--- src/qbio_pkg.sv ---
// package: constants and carriers for the quasi-bidirectional port block
package qbio_pkg;
  localparam logic [7:0] QBIO_LATCH_RST = 8'hff;
  localparam int         QBIO_BOOST_CYC = 1;
  localparam int         QBIO_BOOST_W   = 4;
  localparam int         QBIO_T2_IO     = 0;
  localparam int         QBIO_T2_TRIG   = 1;
  localparam int         QBIO_RX        = 2;
  localparam int         QBIO_TX        = 3;
  localparam int         QBIO_IRQ_B     = 4;
  localparam int         QBIO_IRQ_C     = 5;
  localparam int         QBIO_IRQ_D     = 6;
  localparam int         QBIO_IRQ_E     = 7;

  // pin drive pair; enables low while the module drives
  typedef struct packed {
    logic [7:0] dout;
    logic [7:0] oe_n;
  } qbio_drv_t;

  // quasi-bidirectional pin: strong low, strong high boost, weak pullup
  typedef struct packed {
    logic [7:0] pulldown_n;
    logic [7:0] boost_n;
    logic [7:0] weak_pu;
  } qbio_qdrv_t;

  typedef struct packed {
    logic       ale;
    logic       drive_data;
    logic [7:0] addr_low;
    logic [7:0] wdata;
    logic [7:0] addr_high;
    logic       ext_access;
  } qbio_bus_t;
endpackage

--- src/qbio_ports.sv ---
// top: bus port (open drain as I/O, push-pull as bus) and two quasi-bidirectional ports
`timescale 1ns/100ps
`default_nettype none
module qbio_ports #(
  parameter int BOOST_CYC = qbio_pkg::QBIO_BOOST_CYC
) (
  input  wire logic             clk_sys,
  input  wire logic             srst,
  input  wire logic             p0_wr,
  input  wire logic [7:0]       p0_wdata,
  input  wire logic             p1_wr,
  input  wire logic [7:0]       p1_wdata,
  input  wire logic             p2_wr,
  input  wire logic [7:0]       p2_wdata,
  input  wire qbio_pkg::qbio_bus_t bus,
  input  wire logic             serial1_transmit_out,
  input  wire logic             timer2_out_en,
  input  wire logic             timer2_out,
  input  wire logic [7:0]       p0_in,
  input  wire logic [7:0]       p1_in,
  input  wire logic [7:0]       p2_in,
  output qbio_pkg::qbio_drv_t   p0_drv,
  output qbio_pkg::qbio_qdrv_t  p1_drv,
  output qbio_pkg::qbio_qdrv_t  p2_drv,
  output logic [7:0]            p0_rd,
  output logic [7:0]            p1_rd,
  output logic [7:0]            p2_rd,
  output logic [7:0]            muxed_addr_data_low,
  output logic                  timer2_ext_io,
  output logic                  timer2_capture_reload_trigger,
  output logic                  serial1_receive_in,
  output logic                  ext_irq_b_rising,
  output logic                  ext_irq_c_falling,
  output logic                  ext_irq_d_rising,
  output logic                  ext_irq_e_falling
);
  import qbio_pkg::*;
  qbio_drv_t  p0_r, p0_nxt;
  logic [7:0] p0_latch_r, p0_latch_nxt;
  logic [7:0] p1_alt, p2_alt;
  logic [7:0] p1_latch, p2_latch, p1_lv, p2_lv;
  logic [7:0] in1_r, in1_nxt, prev1_r, prev1_nxt;
  logic [7:0] rd0_r, rd1_r, rd2_r, ad_r;
  logic [3:0] irq_r, irq_nxt;
  logic [2:0] alt_r, alt_nxt;

  // first port: open drain as I/O, push-pull as bus
  always_comb begin
    p0_latch_nxt = p0_wr ? p0_wdata : p0_latch_r;
    p0_nxt.dout  = 8'h00;
    p0_nxt.oe_n  = p0_latch_nxt; // only low is driven as plain I/O
    if (bus.ale) begin
      p0_nxt.dout = bus.addr_low;
      p0_nxt.oe_n = 8'h00;
    end else if (bus.drive_data) begin
      p0_nxt.dout = bus.wdata;
      p0_nxt.oe_n = 8'h00;
    end else if (bus.ext_access) begin
      p0_nxt.oe_n = 8'hff;
    end
  end

  always_ff @(posedge clk_sys) begin
    if (srst) begin
      p0_latch_r <= QBIO_LATCH_RST;
      p0_r <= '{dout: 8'h00, oe_n: 8'hff};
    end else begin
      p0_latch_r <= p0_latch_nxt;
      p0_r <= p0_nxt;
    end
  end

  // alternate outputs pull low only where the function wants a zero
  always_comb begin
    p1_alt = 8'h00;
    p1_alt[QBIO_TX] = !serial1_transmit_out;
    p1_alt[QBIO_T2_IO] = timer2_out_en && !timer2_out;
    p2_alt = bus.ext_access ? ~bus.addr_high : 8'h00;
  end

  qbio_qport #(.BOOST_CYC(BOOST_CYC)) u_p1 (
    .clk_sys  (clk_sys),
    .srst     (srst),
    .wr       (p1_wr),
    .wdata    (p1_wdata),
    .alt_low  (p1_alt),
    .pin_in   (p1_in),
    .latch    (p1_latch),
    .rd_level (p1_lv),
    .drv      (p1_drv)
  );

  qbio_qport #(.BOOST_CYC(BOOST_CYC)) u_p2 (
    .clk_sys  (clk_sys),
    .srst     (srst),
    .wr       (p2_wr),
    .wdata    (p2_wdata),
    .alt_low  (p2_alt),
    .pin_in   (p2_in),
    .latch    (p2_latch),
    .rd_level (p2_lv),
    .drv      (p2_drv)
  );

  // second-port inputs and edge detectors
  always_comb begin
    in1_nxt   = p1_lv;
    prev1_nxt = in1_r;
    irq_nxt[0] = in1_r[QBIO_IRQ_B] && !prev1_r[QBIO_IRQ_B];
    irq_nxt[1] = !in1_r[QBIO_IRQ_C] && prev1_r[QBIO_IRQ_C];
    irq_nxt[2] = in1_r[QBIO_IRQ_D] && !prev1_r[QBIO_IRQ_D];
    irq_nxt[3] = !in1_r[QBIO_IRQ_E] && prev1_r[QBIO_IRQ_E];
    alt_nxt = {in1_r[QBIO_RX], in1_r[QBIO_T2_TRIG],
               in1_r[QBIO_T2_IO]};
  end

  always_ff @(posedge clk_sys) begin
    if (srst) begin
      in1_r   <= 8'hff;
      prev1_r <= 8'hff;
      irq_r   <= 4'h0;
      alt_r   <= 3'h7;
      rd0_r   <= 8'h00;
      rd1_r   <= 8'hff;
      rd2_r   <= 8'hff;
      ad_r    <= 8'h00;
    end else begin
      in1_r   <= in1_nxt;
      prev1_r <= prev1_nxt;
      irq_r   <= irq_nxt;
      alt_r   <= alt_nxt;
      rd0_r   <= p0_in;
      rd1_r   <= p1_lv;
      rd2_r   <= p2_lv;
      ad_r    <= p0_in;
    end
  end

  assign p0_drv = p0_r;
  assign p0_rd  = rd0_r;
  assign p1_rd  = rd1_r;
  assign p2_rd  = rd2_r;
  assign muxed_addr_data_low = ad_r;
  assign timer2_ext_io = alt_r[0];
  assign timer2_capture_reload_trigger = alt_r[1];
  assign serial1_receive_in = alt_r[2];
  assign ext_irq_b_rising  = irq_r[0];
  assign ext_irq_c_falling = irq_r[1];
  assign ext_irq_d_rising  = irq_r[2];
  assign ext_irq_e_falling = irq_r[3];

  // consecutive boost cycles on one pin; saturates rather than wraps
  logic [3:0] boost_run_r, boost_run_nxt;

  always_comb begin
    boost_run_nxt = 4'h0;
    if (!p1_drv.boost_n[7])
      boost_run_nxt = (boost_run_r == 4'hf) ? boost_run_r
                                             : boost_run_r + 4'h1;
  end

  always_ff @(posedge clk_sys) begin
    if (srst)
      boost_run_r <= 4'h0;
    else
      boost_run_r <= boost_run_nxt;
  end

  reset_tristate_a: assert property (
    @(posedge clk_sys) $past(srst) |-> p0_drv.oe_n == 8'hff)
    else $error("first port driven after reset");
  bus_addr_drive_a: assert property (
    @(posedge clk_sys) disable iff (srst)
    !$past(srst) && $past(bus.ale) |-> p0_drv.oe_n == 8'h00 &&
    p0_drv.dout == $past(bus.addr_low))
    else $error("address not driven while strobe high");
  p1_reset_high_a: assert property (
    @(posedge clk_sys) $past(srst) |->
    p1_drv.pulldown_n == 8'hff && p1_drv.weak_pu == 8'hff)
    else $error("second port not released at reset");
  p2_reset_high_a: assert property (
    @(posedge clk_sys) $past(srst) |-> p2_drv.pulldown_n == 8'hff)
    else $error("third port not high at reset");
  pulldown_hold_a: assert property (
    @(posedge clk_sys) disable iff (srst)
    p1_wr && !p1_wdata[5] |=> !p1_drv.pulldown_n[5] ##1
    ($past(p1_wr) || !p1_drv.pulldown_n[5]))
    else $error("pulldown not held");
  latch_pulldown_a: assert property (
    @(posedge clk_sys) disable iff (srst)
    !p1_latch[5] |-> !p1_drv.pulldown_n[5])
    else $error("pulldown off while latch holds zero");
  boost_pulse_a: assert property (
    @(posedge clk_sys) disable iff (srst)
    p2_wr && !p2_latch[6] && p2_wdata[6] && !bus.ext_access |=>
    !p2_drv.boost_n[6])
    else $error("no boost on zero to one");
  boost_ends_a: assert property (
    @(posedge clk_sys) disable iff (srst)
    int'(boost_run_r) <= BOOST_CYC)
    else $error("boost too long");
  rise_irq_a: assert property (
    @(posedge clk_sys) disable iff (srst)
    $rose(in1_r[QBIO_IRQ_B]) && !$past(srst) |=> ext_irq_b_rising)
    else $error("rising irq missed");
  fall_irq_c_a: assert property (
    @(posedge clk_sys) disable iff (srst)
    $fell(in1_r[QBIO_IRQ_C]) && !$past(srst) |=> ext_irq_c_falling)
    else $error("falling irq c missed");
  rise_irq_d_a: assert property (
    @(posedge clk_sys) disable iff (srst)
    $rose(in1_r[QBIO_IRQ_D]) && !$past(srst) |=> ext_irq_d_rising)
    else $error("rising irq d missed");
  fall_irq_a: assert property (
    @(posedge clk_sys) disable iff (srst)
    $fell(in1_r[QBIO_IRQ_E]) && !$past(srst) |=> ext_irq_e_falling)
    else $error("falling irq missed");
  open_drain_a: assert property (
    @(posedge clk_sys) disable iff (srst)
    !$past(bus.ale) && !$past(bus.drive_data) |-> p0_drv.dout == 8'h00)
    else $error("first port drives a one outside the bus");
  addr_high_out_a: assert property (
    @(posedge clk_sys) disable iff (srst)
    bus.ext_access && !p2_wr && p2_latch == 8'hff |=>
    p2_drv.pulldown_n == $past(bus.addr_high))
    else $error("upper address byte not on third port");
  p1_read_a: assert property (
    @(posedge clk_sys) disable iff (srst)
    !$past(srst) |-> p1_rd == $past(p1_in))
    else $error("second port read not the pin level");

  c_wr0: cover property (@(posedge clk_sys) p1_wr && p1_wdata == 8'h00);
  c_boost: cover property (@(posedge clk_sys) !p2_drv.boost_n[0]);
  c_bus: cover property (@(posedge clk_sys) bus.ale ##1 bus.drive_data);
  c_irq: cover property (@(posedge clk_sys) ext_irq_b_rising);
  c_open: cover property (@(posedge clk_sys) p0_wr && p0_wdata != 8'hff);
endmodule
`default_nettype wire

--- src/qbio_qport.sv ---
// one 8-bit quasi-bidirectional port with latch and transition boost
`timescale 1ns/100ps
`default_nettype none
module qbio_qport #(
  parameter int BOOST_CYC = 1
) (
  input  wire logic              clk_sys,
  input  wire logic              srst,
  input  wire logic              wr,
  input  wire logic [7:0]        wdata,
  input  wire logic [7:0]        alt_low,
  input  wire logic [7:0]        pin_in,
  output logic [7:0]             latch,
  output logic [7:0]             rd_level,
  output qbio_pkg::qbio_qdrv_t   drv
);
  import qbio_pkg::*;
  logic [7:0]              latch_r, latch_nxt;
  logic [QBIO_BOOST_W-1:0] cnt_r [8];
  logic [QBIO_BOOST_W-1:0] cnt_nxt [8];
  qbio_qdrv_t              drv_r, drv_nxt;
  logic [7:0]              eff;

  always_comb begin
    latch_nxt = wr ? wdata : latch_r;
    eff = latch_nxt & ~alt_low;
    for (int i = 0; i < 8; i++) begin
      cnt_nxt[i] = (cnt_r[i] != '0) ? cnt_r[i] - 1'b1 : cnt_r[i];
      if (wr && !latch_r[i] && wdata[i])
        cnt_nxt[i] = QBIO_BOOST_W'(BOOST_CYC);
    end
    for (int i = 0; i < 8; i++) begin
      drv_nxt.pulldown_n[i] = eff[i];
      drv_nxt.boost_n[i]    = !(eff[i] && cnt_nxt[i] != '0);
      drv_nxt.weak_pu[i]    = eff[i];
    end
  end

  always_ff @(posedge clk_sys) begin
    if (srst) begin
      latch_r <= QBIO_LATCH_RST;
      for (int i = 0; i < 8; i++)
        cnt_r[i] <= '0;
      drv_r <= '{pulldown_n: 8'hff, boost_n: 8'hff, weak_pu: 8'hff};
    end else begin
      latch_r <= latch_nxt;
      cnt_r   <= cnt_nxt;
      drv_r   <= drv_nxt;
    end
  end

  assign latch    = latch_r;
  assign rd_level = pin_in;
  assign drv      = drv_r;
endmodule
`default_nettype wire

--- config.mk ---
export PLATFORM = sky130hd
export DESIGN_NAME = qbio_ports
export DESIGN_NICKNAME = d
export VERILOG_FILES = /design/src/qbio_pkg.sv /design/src/qbio_ports.sv /design/src/qbio_qport.sv
export SDC_FILE = /design/constraint.sdc
export NUM_CORES = 1
export LEC_CHECK = 0
export ABC_AREA = 1
export BUFFER_PORTS_ARGS = -buffer_cell sky130_fd_sc_hd__buf_2
export CORE_AREA = 2 2 157 159
export DETAILED_ROUTE_END_ITERATION = 8
export DIE_AREA = 0 0 159 161
export GPL_TIMING_DRIVEN = 1
export HOLD_SLACK_MARGIN = 0.1
export PLACE_DENSITY = 0.47
export SYNTH_ARGS = -nofsm -noshare
export SYNTH_HDL_FRONTEND = slang
export SYNTH_SLANG_ARGS = --single-unit
--- constraint.sdc ---
create_clock -name clk_sys -period 1.4 [get_ports clk_sys]
set_clock_uncertainty 0.15 [all_clocks]
set_input_delay 0.28 -clock clk_sys [delete_from_list [all_inputs] [get_ports clk_sys]]
set_output_delay 0.28 -clock clk_sys [all_outputs]
set_load 0.02 [all_outputs]
After elaboration in Yosys (flattened, before gate mapping)
Index checks and enable logic that the tools add are counted.
{"block": "classes", "addsub": 16, "n_mux": 40, "n_bitwise": 5, "reduce_logical": 123}
{"operator": "two-way mux 4 bit", "count": 32}
{"operator": "nonzero test 4 bit", "count": 32}
{"operator": "subtractor 4 x 1 -> 4 bit (second input constant)", "count": 16}
{"operator": "two-way mux 8 bit", "count": 7}
{"operator": "logical AND 1 bit", "count": 53}
{"operator": "zero test 1 bit", "count": 38}
{"operator": "AND 8 bit", "count": 2}
{"operator": "two-way mux 16 bit", "count": 1}
{"operator": "inverter 8 bit", "count": 2}
{"operator": "inverter 4 -> 8 bit", "count": 1}
{"block": "word_totals", "regBits": 175, "in_bits": 83, "wordCells": 215}

Logic depth before layout (Yosys ltp)
Gate-level depths: netlist (run 1).
{"block": "depth", "word_depth": 7, "ltp_mapped": 9, "ltp_nobuf": 8}

Hierarchy
A second synthesis (run 1) with hierarchy kept.
{"block": "unflattened", "hier_cells": 1011, "area_unflattened_um2": 7514.7}
{"mod": "qbio_qport (u_p2)", "instances": 1, "cells_each": 409, "area_each_um2": 2783.9, "seq_area_each_um2": 1121.1}
{"mod": "qbio_qport (u_p1)", "instances": 1, "cells_each": 390, "area_each_um2": 2776.4, "seq_area_each_um2": 1121.1}
{"mod": "qbio_ports", "instances": 1, "cells_each": 212, "area_each_um2": 1954.4, "seq_area_each_um2": 1181.1}

Least setup slack after synthesis (run 1)
Ideal clock, no wire load.
{"block": "synth_path", "kind": "register -> register", "start": "register u_p1.cnt_r[16] in the netlist's numbering", "end": "register u_p1.drv_r (netlist bit u_p1.drv[11])", "setup_time_ps": 59, "t_arrival_ps": 1078, "setup_slack_ps": 113, "stages_incl_launch_ff": 8, "n_path_buf": 0, "path_cell_list": "dfxtp_1 inv_1 ha_1 a21boi_0 nor2_1 nor2_1 nand2_1 nand2_1"}
{"block": "synth_between", "elab_chain_cells": 6, "word_cells_on_any_way": 7}
{"item": "from (decl)", "line": "qbio_qport.sv:19", "source": "logic [QBIO_BOOST_W-1:0] cnt_r [8];"}
{"item": "from (signal assigned)", "line": "qbio_qport.sv:47", "source": "cnt_r <= cnt_nxt;"}
{"item": "subtractor 4 x 1 -> 4 bit or nonzero test 4 bit (tied branches)", "line": "qbio_qport.sv:28", "source": "cnt_nxt[i] = (cnt_r[i] != '0) ? cnt_r[i] - 1'b1 : cnt_r[i];"}
{"item": "two-way mux 4 bit *", "line": "qbio_qport.sv:28"}
{"item": "two-way mux 4 bit *", "line": "qbio_qport.sv:29", "source": "if (wr && !latch_r[i] && wdata[i])"}
{"item": "nonzero test 4 bit *", "line": "qbio_qport.sv:34", "source": "drv_nxt.boost_n[i] = !(eff[i] && cnt_nxt[i] != '0);"}
{"item": "logical AND 1 bit *", "line": "qbio_qport.sv:34"}
{"item": "zero test 1 bit *", "line": "qbio_qport.sv:34"}
{"item": "to (signal assigned)", "line": "qbio_qport.sv:44", "source": "drv_r <= '{pulldown_n: 8'hff, boost_n: 8'hff, weak_pu: 8'hff};"}
{"item": "to (signal assigned)", "line": "qbio_qport.sv:48", "source": "drv_r <= drv_nxt;"}
{"item": "to (decl)", "line": "qbio_qport.sv:21", "source": "qbio_qdrv_t drv_r, drv_nxt;"}
Every way passes the cells marked *; elsewhere a longest branch is shown, timed or not.
A chain may end at the register's enable or synchronous reset.

Final worst setup path (run 1)
{"block": "layout_path", "start": "register u_p1.drv_r (netlist bit u_p1.drv[15])", "end": "output port p1_drv[15] in the netlist's numbering"}
{"item": "to (decl)", "line": "qbio_ports.sv:23", "source": "output qbio_pkg::qbio_qdrv_t p1_drv,"}
No word-level cell between the ends.

==> flow_metrics.py, run 1 <==
metrics = {
    "logic_synthesis": {
        "syn_area_um2": 7025,
        "ys_warn_count": 0,
        "seq_area_frac_synth": 0.4702,
        "syn-num-nets": 1034,
        "synth_cell_types": 24,
        "synth_cells": 935,
        "synth_seq_cells": 165,
        "avgSynthCellArea_um2": 7.514,
    },
    "worst_setup_path": {
        "crit_path_end": "p1_drv[15]",
        "cp-end-kind": "primary output",
        "cp.depth": 1,
        "crit_type": "flop to primary output",
        "r2r-end": "u_p1.cnt_r[29]",
        "r2r-start": "u_p1.cnt_r[28]",
        "critPathLaunch": "u_p1.drv[15]",
        "cp-start-kind": "flop",
        "cp_slowest_cell": "dfxtp_1",
        "cp_max_fo": 1,
        "r2r_cells": 5,
        "crit_chain": "buf_2",
        "cp.required_ns": 0.97,
        "arrival_ns": 0.93,
        "critPathMaxStageDelay_ns": 0.35,
        "path_delay_family": "flip-flops",
        "cp_num_buf_inv": 1,
        "rrSetupSlack_ns": 0.08,
    },
    "drt": {
        "vias": 6534,
        "drc": 0,
        "final_antenna_net_count": 0,
        "first_iter_violations": 251,
        "drt_wl_total_um": 17420,
        "drt-pass1-iter-count": 6,
        "viasPerCell": 4.229,
        "wire_per_inst_um": 11.27,
    },
    "final_layout": {
        "mostFrequentLayoutCell": "nand2_1",
        "finalNonFillerCells": 1545,
        "fin_nets": 1307,
        "n_fill_cell": 2434,
        "mostFrequentLayoutCells": "237 x nand2_1, 156 x buf_2, 137 x dfxtp_1",
        "syn2layout_area_growth_pct": 45.93,
        "n_antenna_cell": 0,
        "final_core_util": 0.4278,
        "layout-drive-gt1-share": 0.3276,
    },
    "die": {
        "num_rows": 57,
        "core-area_um2": 23960,
        "io_pins": 186,
        "initial_core_util": 0.2932,
        "die_w_um": 159,
        "die_h_um": 161,
        "dieArea_um2": 25600,
    },
    "place": {
        "dp_cells": 1430,
        "dp_slack_ns": -0.02377,
        "place_congestion": 0.7613,
        "dp_hpwl_um": 11450,
        "port_buffers": 185,
    },
    "timing": {
        "period_share": 0.9718,
        "worst_pin_slew_ns": 0.5243,
        "maxSlewViolCount": 0,
        "rsz0062_at_grt": "true",
        "hold_viol_final": 0,
        "clock.fmax_ghz": 0.7350,
        "setup_violations": 0,
        "period_needed_ns": 1.360,
        "relSlewSlack": 0.6481,
        "setup_slack_ns": 0.03952,
    },
    "clock_tree": {
        "clk_pin_slew_ns": 0.07,
        "clock-root-buffer": "clkbuf_16",
        "worstSkewPairLatency_ns": 0.42,
        "htreeDepth": 4,
        "numCtsBuffers": 17,
        "clock_path_buffers": 2,
        "tritoncts": "yes",
        "clock-sinks": 165,
    },
    "power": {
        "fin_total_pwr_uw": 22060,
        "p_leak_uw": 0.004982,
        "power.density_nw_per_um2": 2152,
        "peakVddDrop_mv": 0.8793,
    },
    "grt": {
        "grt_pass1_vias": 6348,
        "grt_pass1_wl_um": 28550,
        "track_usage": 0.1341,
        "grt-ovfl-total": 0,
        "antenna_found_initial": 0,
        "grt_max_degree": 65,
    },
    "hold_path": {
        "worstHoldPathType": "input pin to flop",
        "hold_path.startpoint": "srst",
    },
    "job": {
        "cap_violations": 0,
    },
    "status": {
        "outcome": "finished clean",
    },
}
## worst min path at each step
stage	to	slack [ns]	cells past startpoint
floorplan	irq_r[0]	0.23	1
global placement	irq_r[2]	0.23	1
detailed placement	irq_r[0]	0.23	1
CTS	p0_latch_r[7]	0.11	3
global route	p0_latch_r[2]	0.14	3
finish	p0_latch_r[0]	0.12	3
## Yosys cell counts
cell / count / area share
buf_6: 2 / 0.0032
o21ai_0: 42 / 0.030
inv_2: 1 / 0.00053
ha_1: 16 / 0.028
nand3_2: 1 / 0.0014
or2_2: 31 / 0.028
nor3_1: 18 / 0.013
o21ai_1: 2 / 0.0014
xor2_1: 15 / 0.019
nand3b_1: 15 / 0.016
buf_2: 9 / 0.0064
o21bai_1: 1 / 0.0011
nand3_4: 4 / 0.010
clkbuf_1: 10 / 0.0053
nand3_1: 65 / 0.046
a21boi_0: 15 / 0.016
nor2_1: 123 / 0.066
a21oi_1: 14 / 0.010
inv_1: 95 / 0.051
a31oi_1: 15 / 0.013
xnor2_1: 1 / 0.0012
buf_4: 31 / 0.033
dfxtp_1: 165 / 0.47
nand2_1: 244 / 0.13
## power breakdown
group | internal, uW | leakage [uW] | total (uW) | switching, uW
registers | 5900 | 0.00137 | 6660 | 756
logic | 4700 | 0.00332 | 10500 | 5840
clock network | 2840 | 0.000285 | 4880 | 2040
total | 13400 | 0.00498 | 22100 | 8630
## state kept, by name, summed over array words and instances (netlist names)
signal	cells
p2_rd	8
u_p2.latch	8
p1_rd	8
p0_latch_r	8
irq_r	4
u_p1.drv	16
p0_drv	16
muxed_addr_data_low	8
u_p1.latch	2
u_p2.drv	16
u_p1.cnt_r	32
prev1_r	7
u_p2.cnt_r	32
## layout make-up
type / instances / area (um2) / share of cell area
Clock buffer: 18 / 429.2 / 0.04186
Clock inverter: 14 / 176.4 / 0.01721
Inverter: 96 / 360.3 / 0.03515
Multi-Input combinational cell: 622 / 3373 / 0.3290
Sequential cell: 165 / 3338 / 0.3256
Tap cell: 324 / 405.4 / 0.03954
Timing Repair Buffer: 306 / 2170 / 0.2116
## metrics by stage
stage | setup TNS [ns] | hold WS (ns) | area, um2
2_1_floorplan | 0 | 0.2251 | 7025
3_3_place_gp | -0.05111 | 0.2347 | 8369
3_5_place_dp | -0.05279 | 0.2317 | 8369
4_1_cts | 0 | 0.1065 | 9822
5_1_grt | -0.07762 | 0.1352 | 10250
6_report | 0 | 0.1163 | 10250
## cells by family (layout without fill, tap and decap cells)
family / after synthesis / after routing / share of synthesized area
XOR/XNOR: 16 / 16 / 0.01995
flip-flops: 165 / 165 / 0.4702
AO/OA/AOI/OAI: 89 / 89 / 0.07177
buffers and inverters: 148 / 434 / 0.09938
AND/OR/NAND/NOR: 501 / 501 / 0.3102
adder cells (fa/ha/maj): 16 / 16 / 0.02849
## worst min-delay path, cell delays in order
cell,delay [ns]
buf_4,0.13
inv_2,0.12
nand3_1,0.12
## per-layer routing
layer | vias up | part of all wire | GRT usage
li1 | 3459 | - | -
met1 | 2921 | 0.47 | 0.1683
met2 | 138 | 0.47 | 0.2245
met3 | 16 | 0.046 | 0.03775
met4 | 0 | 0.012 | 0.04091
met5 | - | 0 | 0
## repair_timing
item / in CTS / in global routing
buffers inserted: 1 / 2
cloned: 0 / 0
hold buffers: 79 / 4
endpoints found under the hold margin: 101 / 3
endpoints found under the setup margin: 23 / 44
pin swaps: 1 / 19
gates resized for setup: 29 / 145
No activity file was read; power rests on OpenSTA's default activity.
==> run 2: changes to the inputs <==
--- a/config.mk
+++ b/config.mk
@@ -7,12 +7,12 @@
 export LEC_CHECK = 0
 export ABC_AREA = 1
 export BUFFER_PORTS_ARGS = -buffer_cell sky130_fd_sc_hd__buf_2
-export CORE_AREA = 2 2 157 159
+export CORE_AREA = 2 2 119 121
 export DETAILED_ROUTE_END_ITERATION = 8
-export DIE_AREA = 0 0 159 161
+export DIE_AREA = 0 0 121 123
 export GPL_TIMING_DRIVEN = 1
 export HOLD_SLACK_MARGIN = 0.1
-export PLACE_DENSITY = 0.47
+export PLACE_DENSITY = 0.76
 export SYNTH_ARGS = -nofsm -noshare
 export SYNTH_HDL_FRONTEND = slang
 export SYNTH_SLANG_ARGS = --single-unit
==> flow_metrics.py, run 2 (synthesis gave the netlist of run 1 again) <==
metrics = {
    "final_layout": {
        "layout-drive-gt1-share": 0.3023,
        "fin_nets": 1290,
        "fin_area_um2": 9927,
        "top_regs": "u_p1.cnt_r (32), u_p2.cnt_r (32)",
        "n_antenna_cell": 0,
        "mostFrequentLayoutCells": "240 x nand2_1, 155 x buf_2, 141 x dfxtp_1",
        "finalNonFillerCells": 1384,
        "syn2layout_area_growth_pct": 41.30,
        "mostFrequentLayoutCell": "nand2_1",
    },
    "timing": {
        "relSlewSlack": 0.6385,
        "clock.fmax_ghz": 0.7295,
        "hold_ws_ns": 0.06854,
        "worst_pin_slew_ns": 0.5387,
        "hold_viol_final": 0,
        "period_share": 0.9791,
        "rsz0062_at_grt": "true",
        "period_needed_ns": 1.371,
        "maxSlewViolCount": 0,
        "setup_violations": 0,
    },
    "worst_setup_path": {
        "cp_slowest_cell": "dfxtp_2",
        "cp_max_fo": 4,
        "cp-end-kind": "primary output",
        "critPathMaxStageDelay_ns": 0.36,
        "cp_num_buf_inv": 1,
        "cp-start-kind": "flop",
        "crit_chain": "buf_4",
        "crit_type": "flop to primary output",
        "arrival_ns": 0.94,
        "rrSetupSlack_ns": 0.06,
        "path_delay_family": "flip-flops",
        "cp.required_ns": 0.97,
    },
    "power": {
        "clock_power_share": 0.228,
        "seq_power_share": 0.302,
        "swShare": 0.3890,
        "power.density_nw_per_um2": 2212,
        "peakVddDrop_mv": 1.114,
        "intPower_uw": 13410,
        "p_comb_frac": 0.470,
        "p_leak_uw": 0.004917,
        "netSwitchingPower_uw": 8540,
        "fin_total_pwr_uw": 21950,
    },
    "clock_tree": {
        "numCtsBuffers": 17,
        "post-cts-setup-buffers": 0,
        "tritoncts": "yes",
        "clock-sinks": 165,
        "clock_path_buffers": 2,
        "htreeDepth": 4,
        "clock-root-buffer": "clkbuf_16",
        "worstSkewPairLatency_ns": 0.43,
        "clk_pin_slew_ns": 0.06,
        "postCtsHoldBufs": 77,
    },
    "die": {
        "dieArea_um2": 14880,
        "initial_core_util": 0.5161,
        "die_h_um": 123,
        "io_pins": 186,
        "core-area_um2": 13610,
        "num_rows": 43,
        "die_w_um": 121,
    },
    "grt": {
        "grt_max_degree": 62,
        "grt_pass1_wl_um": 28190,
        "grt-ovfl-total": 0,
        "antenna_found_initial": 0,
        "track_usage": 0.2385,
        "grt_pass1_vias": 6383,
    },
    "drt": {
        "drt_wl_total_um": 18190,
        "vias": 6756,
        "final_antenna_net_count": 0,
        "drt-pass1-iter-count": 5,
        "drc": 0,
        "wire_per_inst_um": 13.14,
        "first_iter_violations": 347,
        "viasPerCell": 4.882,
    },
    "place": {
        "port_buffers": 185,
        "place_congestion": 0.8497,
        "dp_cells": 1276,
        "place_area_um2": 8114,
        "dp_hpwl_um": 10900,
    },
    "job": {
        "cap_violations": 0,
    },
    "status": {
        "outcome": "finished clean",
    },
    "hold_path": {
        "worstHoldPathType": "input pin to flop",
    },
}
==> run 2: repair_timing <==
item | 4_1_cts | 5_1_grt
endpoints found under the hold margin | 98 | 6
pin swaps | 0 | 12
setup endpoints to repair | 25 | 53
gates cloned | 0 | 0
resized for setup | 28 | 126
==> run 2: layout make-up <==
type                    instances  area [um2]
inverters                      96       360.3
fillers                       973        3685
clock inverters                11       175.2
repair buffers                289        2034
multi-input cells             622        3338
well taps                     180       225.2
flip-flops and latches        165        3333
clock buffers                  21       460.4
==> run 2: per-layer routing <==
metal  track usage  vias to the layer above  routed length [um]
met1        0.2709                     3088                7460
li1              -                     3428                   -
met3       0.07795                       37                1151
met4       0.08794                        0                 375
met5             0                        -                   0
met2        0.4185                      203                9204
==> run 2: power groups by stage <==
stage                     Clock (uW)  Sequential [uW]  Combinational [uW]
final                           5000             6630               10300
after global routing            5270             6760               11800
after CTS                       5040             6490                8990
after detailed placement           0             6580                8650
after global placement             0             6550                8470
after floorplan                    0             6730                6540
==> run 2: path summary, 6_finish.rpt <==
check	start	end	depth (start not counted)
max	u_p1.drv[22]	p1_drv[6]	1
min	p0_wr	p0_latch_r[4]	3
max reg2reg	u_p2.cnt_r[28]	u_p2.drv[8]	7
min reg2reg	prev1_r[6]	irq_r[2]	1
==> run 2: per-stage QoR <==
step / utilization / setup TNS, ns / worst slack [ns]
floorplan: - / 0 / 0.1130
global placement: 0.5961 / 0 / 0.03293
detailed placement: 0.5961 / 0 / 0.006700
CTS: 0.7025 / -0.03182 / -0.01617
global route: 0.7293 / -0.2322 / -0.07901
finish: 0.7293 / 0 / 0.02925
==> run 3: changes to the inputs <==
--- a/config.mk
+++ b/config.mk
@@ -12,7 +12,7 @@
 export DIE_AREA = 0 0 121 123
 export GPL_TIMING_DRIVEN = 1
 export HOLD_SLACK_MARGIN = 0.1
-export PLACE_DENSITY = 0.76
+export PLACE_DENSITY = 0.83
 export SYNTH_ARGS = -nofsm -noshare
 export SYNTH_HDL_FRONTEND = slang
 export SYNTH_SLANG_ARGS = --single-unit
==> flow_metrics.py, run 3 (synthesis gave the netlist of run 1 again) <==
metrics = {
    "worst_setup_path": {
        "cp_max_fo": 1,
        "crit_chain": "buf_2",
        "cp_num_buf_inv": 1,
        "critPathMaxStageDelay_ns": 0.37,
        "cp.required_ns": 0.97,
        "cp_slowest_cell": "dfxtp_1",
        "crit_type": "flop to primary output",
        "path_delay_family": "flip-flops",
        "cp-start-kind": "flop",
        "arrival_ns": 0.98,
        "cp-end-kind": "primary output",
        "cp.depth": 1,
        "r2r_cells": 8,
    },
    "place": {
        "place_area_um2": 8104,
        "port_buffers": 185,
        "place_congestion": 0.8527,
        "dp_slack_ns": -0.01402,
        "dp_hpwl_um": 10900,
    },
    "drt": {
        "wire_per_inst_um": 14.56,
        "vias": 6983,
        "drt-pass1-iter-count": 5,
        "final_antenna_net_count": 0,
        "drt_wl_total_um": 20220,
        "drc": 0,
        "viasPerCell": 5.027,
        "first_iter_violations": 406,
    },
    "die": {
        "io_pins": 186,
        "die_h_um": 123,
        "core-area_um2": 13610,
        "initial_core_util": 0.5161,
        "num_rows": 43,
        "dieArea_um2": 14880,
        "die_w_um": 121,
    },
    "final_layout": {
        "mostFrequentLayoutCells": "234 x nand2_1, 164 x buf_2, 150 x dfxtp_1",
        "layout-drive-gt1-share": 0.3118,
        "syn2layout_area_growth_pct": 42.44,
        "fin_nets": 1295,
        "mostFrequentLayoutCell": "nand2_1",
        "n_antenna_cell": 0,
        "top_regs": "u_p1.cnt_r (32), u_p2.cnt_r (32)",
        "fin_area_um2": 10010,
    },
    "clock_tree": {
        "numCtsBuffers": 17,
        "clk_pin_slew_ns": 0.07,
        "worstSkewPairLatency_ns": 0.43,
        "tritoncts": "yes",
        "clock-root-buffer": "clkbuf_16",
        "htreeDepth": 4,
        "clock_path_buffers": 2,
        "clock-sinks": 165,
    },
    "timing": {
        "maxSlewViolCount": 0,
        "setup_slack_ns": -0.01354,
        "hold_viol_final": 0,
        "relSlewSlack": 0.7389,
        "rsz0062_at_grt": "true",
        "setup_tns_ns": -0.02222,
        "period_needed_ns": 1.414,
        "worst_pin_slew_ns": 0.3904,
        "clock.fmax_ghz": 0.7074,
        "period_share": 1.010,
        "setup_violations": 2,
    },
    "grt": {
        "grt_pass1_vias": 6661,
        "grt_pass1_wl_um": 29660,
        "antenna_found_initial": 0,
        "track_usage": 0.2494,
        "grt_max_degree": 70,
        "grt-ovfl-total": 0,
    },
    "status": {
        "outcome": "finished, violations left",
        "violations": "setup timing",
    },
    "job": {
        "cap_violations": 0,
    },
    "power": {
        "p_leak_uw": 0.004946,
        "power.density_nw_per_um2": 2247,
        "peakVddDrop_mv": 1.135,
    },
    "hold_path": {
        "hold_depth": 6,
        "worstHoldPathType": "input pin to flop",
    },
}
==> run 3: changes by cell type in the layout (fill, tap and decap cells not counted), sizes merged <==
cell	delta
buf	+3
inv	+1
dlymetal6s4s	+2
clkinv	+2
clkbuf	-4
bufinv	+1
==> run 3: metal layers <==
metal,up-vias,track usage,share of wire
li1,3441,-,-
met1,3253,0.2779,0.40
met2,247,0.4452,0.51
met3,42,0.07841,0.067
met4,0,0.09448,0.022
met5,-,0,0
==> run 3: path summary, 6_finish.rpt <==
check                startpoint      endpoint  slack (ns)
hold reg to reg      prev1_r[6]      irq_r[2]        0.24
setup / recovery   u_p1.drv[11]    p1_drv[11]       -0.01
setup reg to reg  u_p1.cnt_r[4]  u_p1.drv[14]        0.03
hold / removal      p1_wdata[2]  u_p1.drv[18]        0.14
==> run 3: cell type report <==
class / count / area [um2]
Clock buffer: 17 / 425.4
Clock inverter: 15 / 227.7
Fill cell: 919 / 3605
Inverter: 96 / 364.1
Multi-Input combinational cell: 622 / 3398
Sequential cell: 165 / 3324
Tap cell: 180 / 225.2
Timing Repair Buffer: 294 / 2042
==> run 3: timing repair <==
action                                 in CTS  in global routing
endpoints found under the hold margin      97                  0
setup buffers                               0                  1
hold buffers                               78                  0
resized for setup                          14                153
pin swaps                                   0                 12
setup endpoints to repair                  15                 51
==> run 3: worst reg2reg max path: stages (launching register included) <==
cell and delay [ns]:
dfxtp_1 0.38, inv_2 0.08, ha_4 0.19, nand2_1 0.11, nand2_1 0.07, inv_1 0.10
o21ai_1 0.10, nand2_1 0.07, nand2_1 0.04
==> run 3: report_power, final <==
| group | switching (uW) | internal (uW) | leakage, uW | total, uW |
|---|---|---|---|---|
| Clock | 1990 | 3180 | 0.000319 | 5180 |
| Combinational | 6190 | 4450 | 0.00325 | 10600 |
| Sequential | 790 | 5880 | 0.00137 | 6670 |
| Total | 8970 | 13500 | 0.00495 | 22500 |
==> run 3: stage by stage <==
stage          power, uW  instances    util  hold slack, ns
3_3_place_gp       14950       1278  0.5954          0.2293
3_5_place_dp       15240       1278  0.5954          0.2353
2_1_floorplan      13270        935       -          0.2251
5_1_grt            24270       1389  0.7352          0.1377
4_1_cts            20720       1388  0.7017          0.1146
6_report           22490       1389  0.7352          0.1393
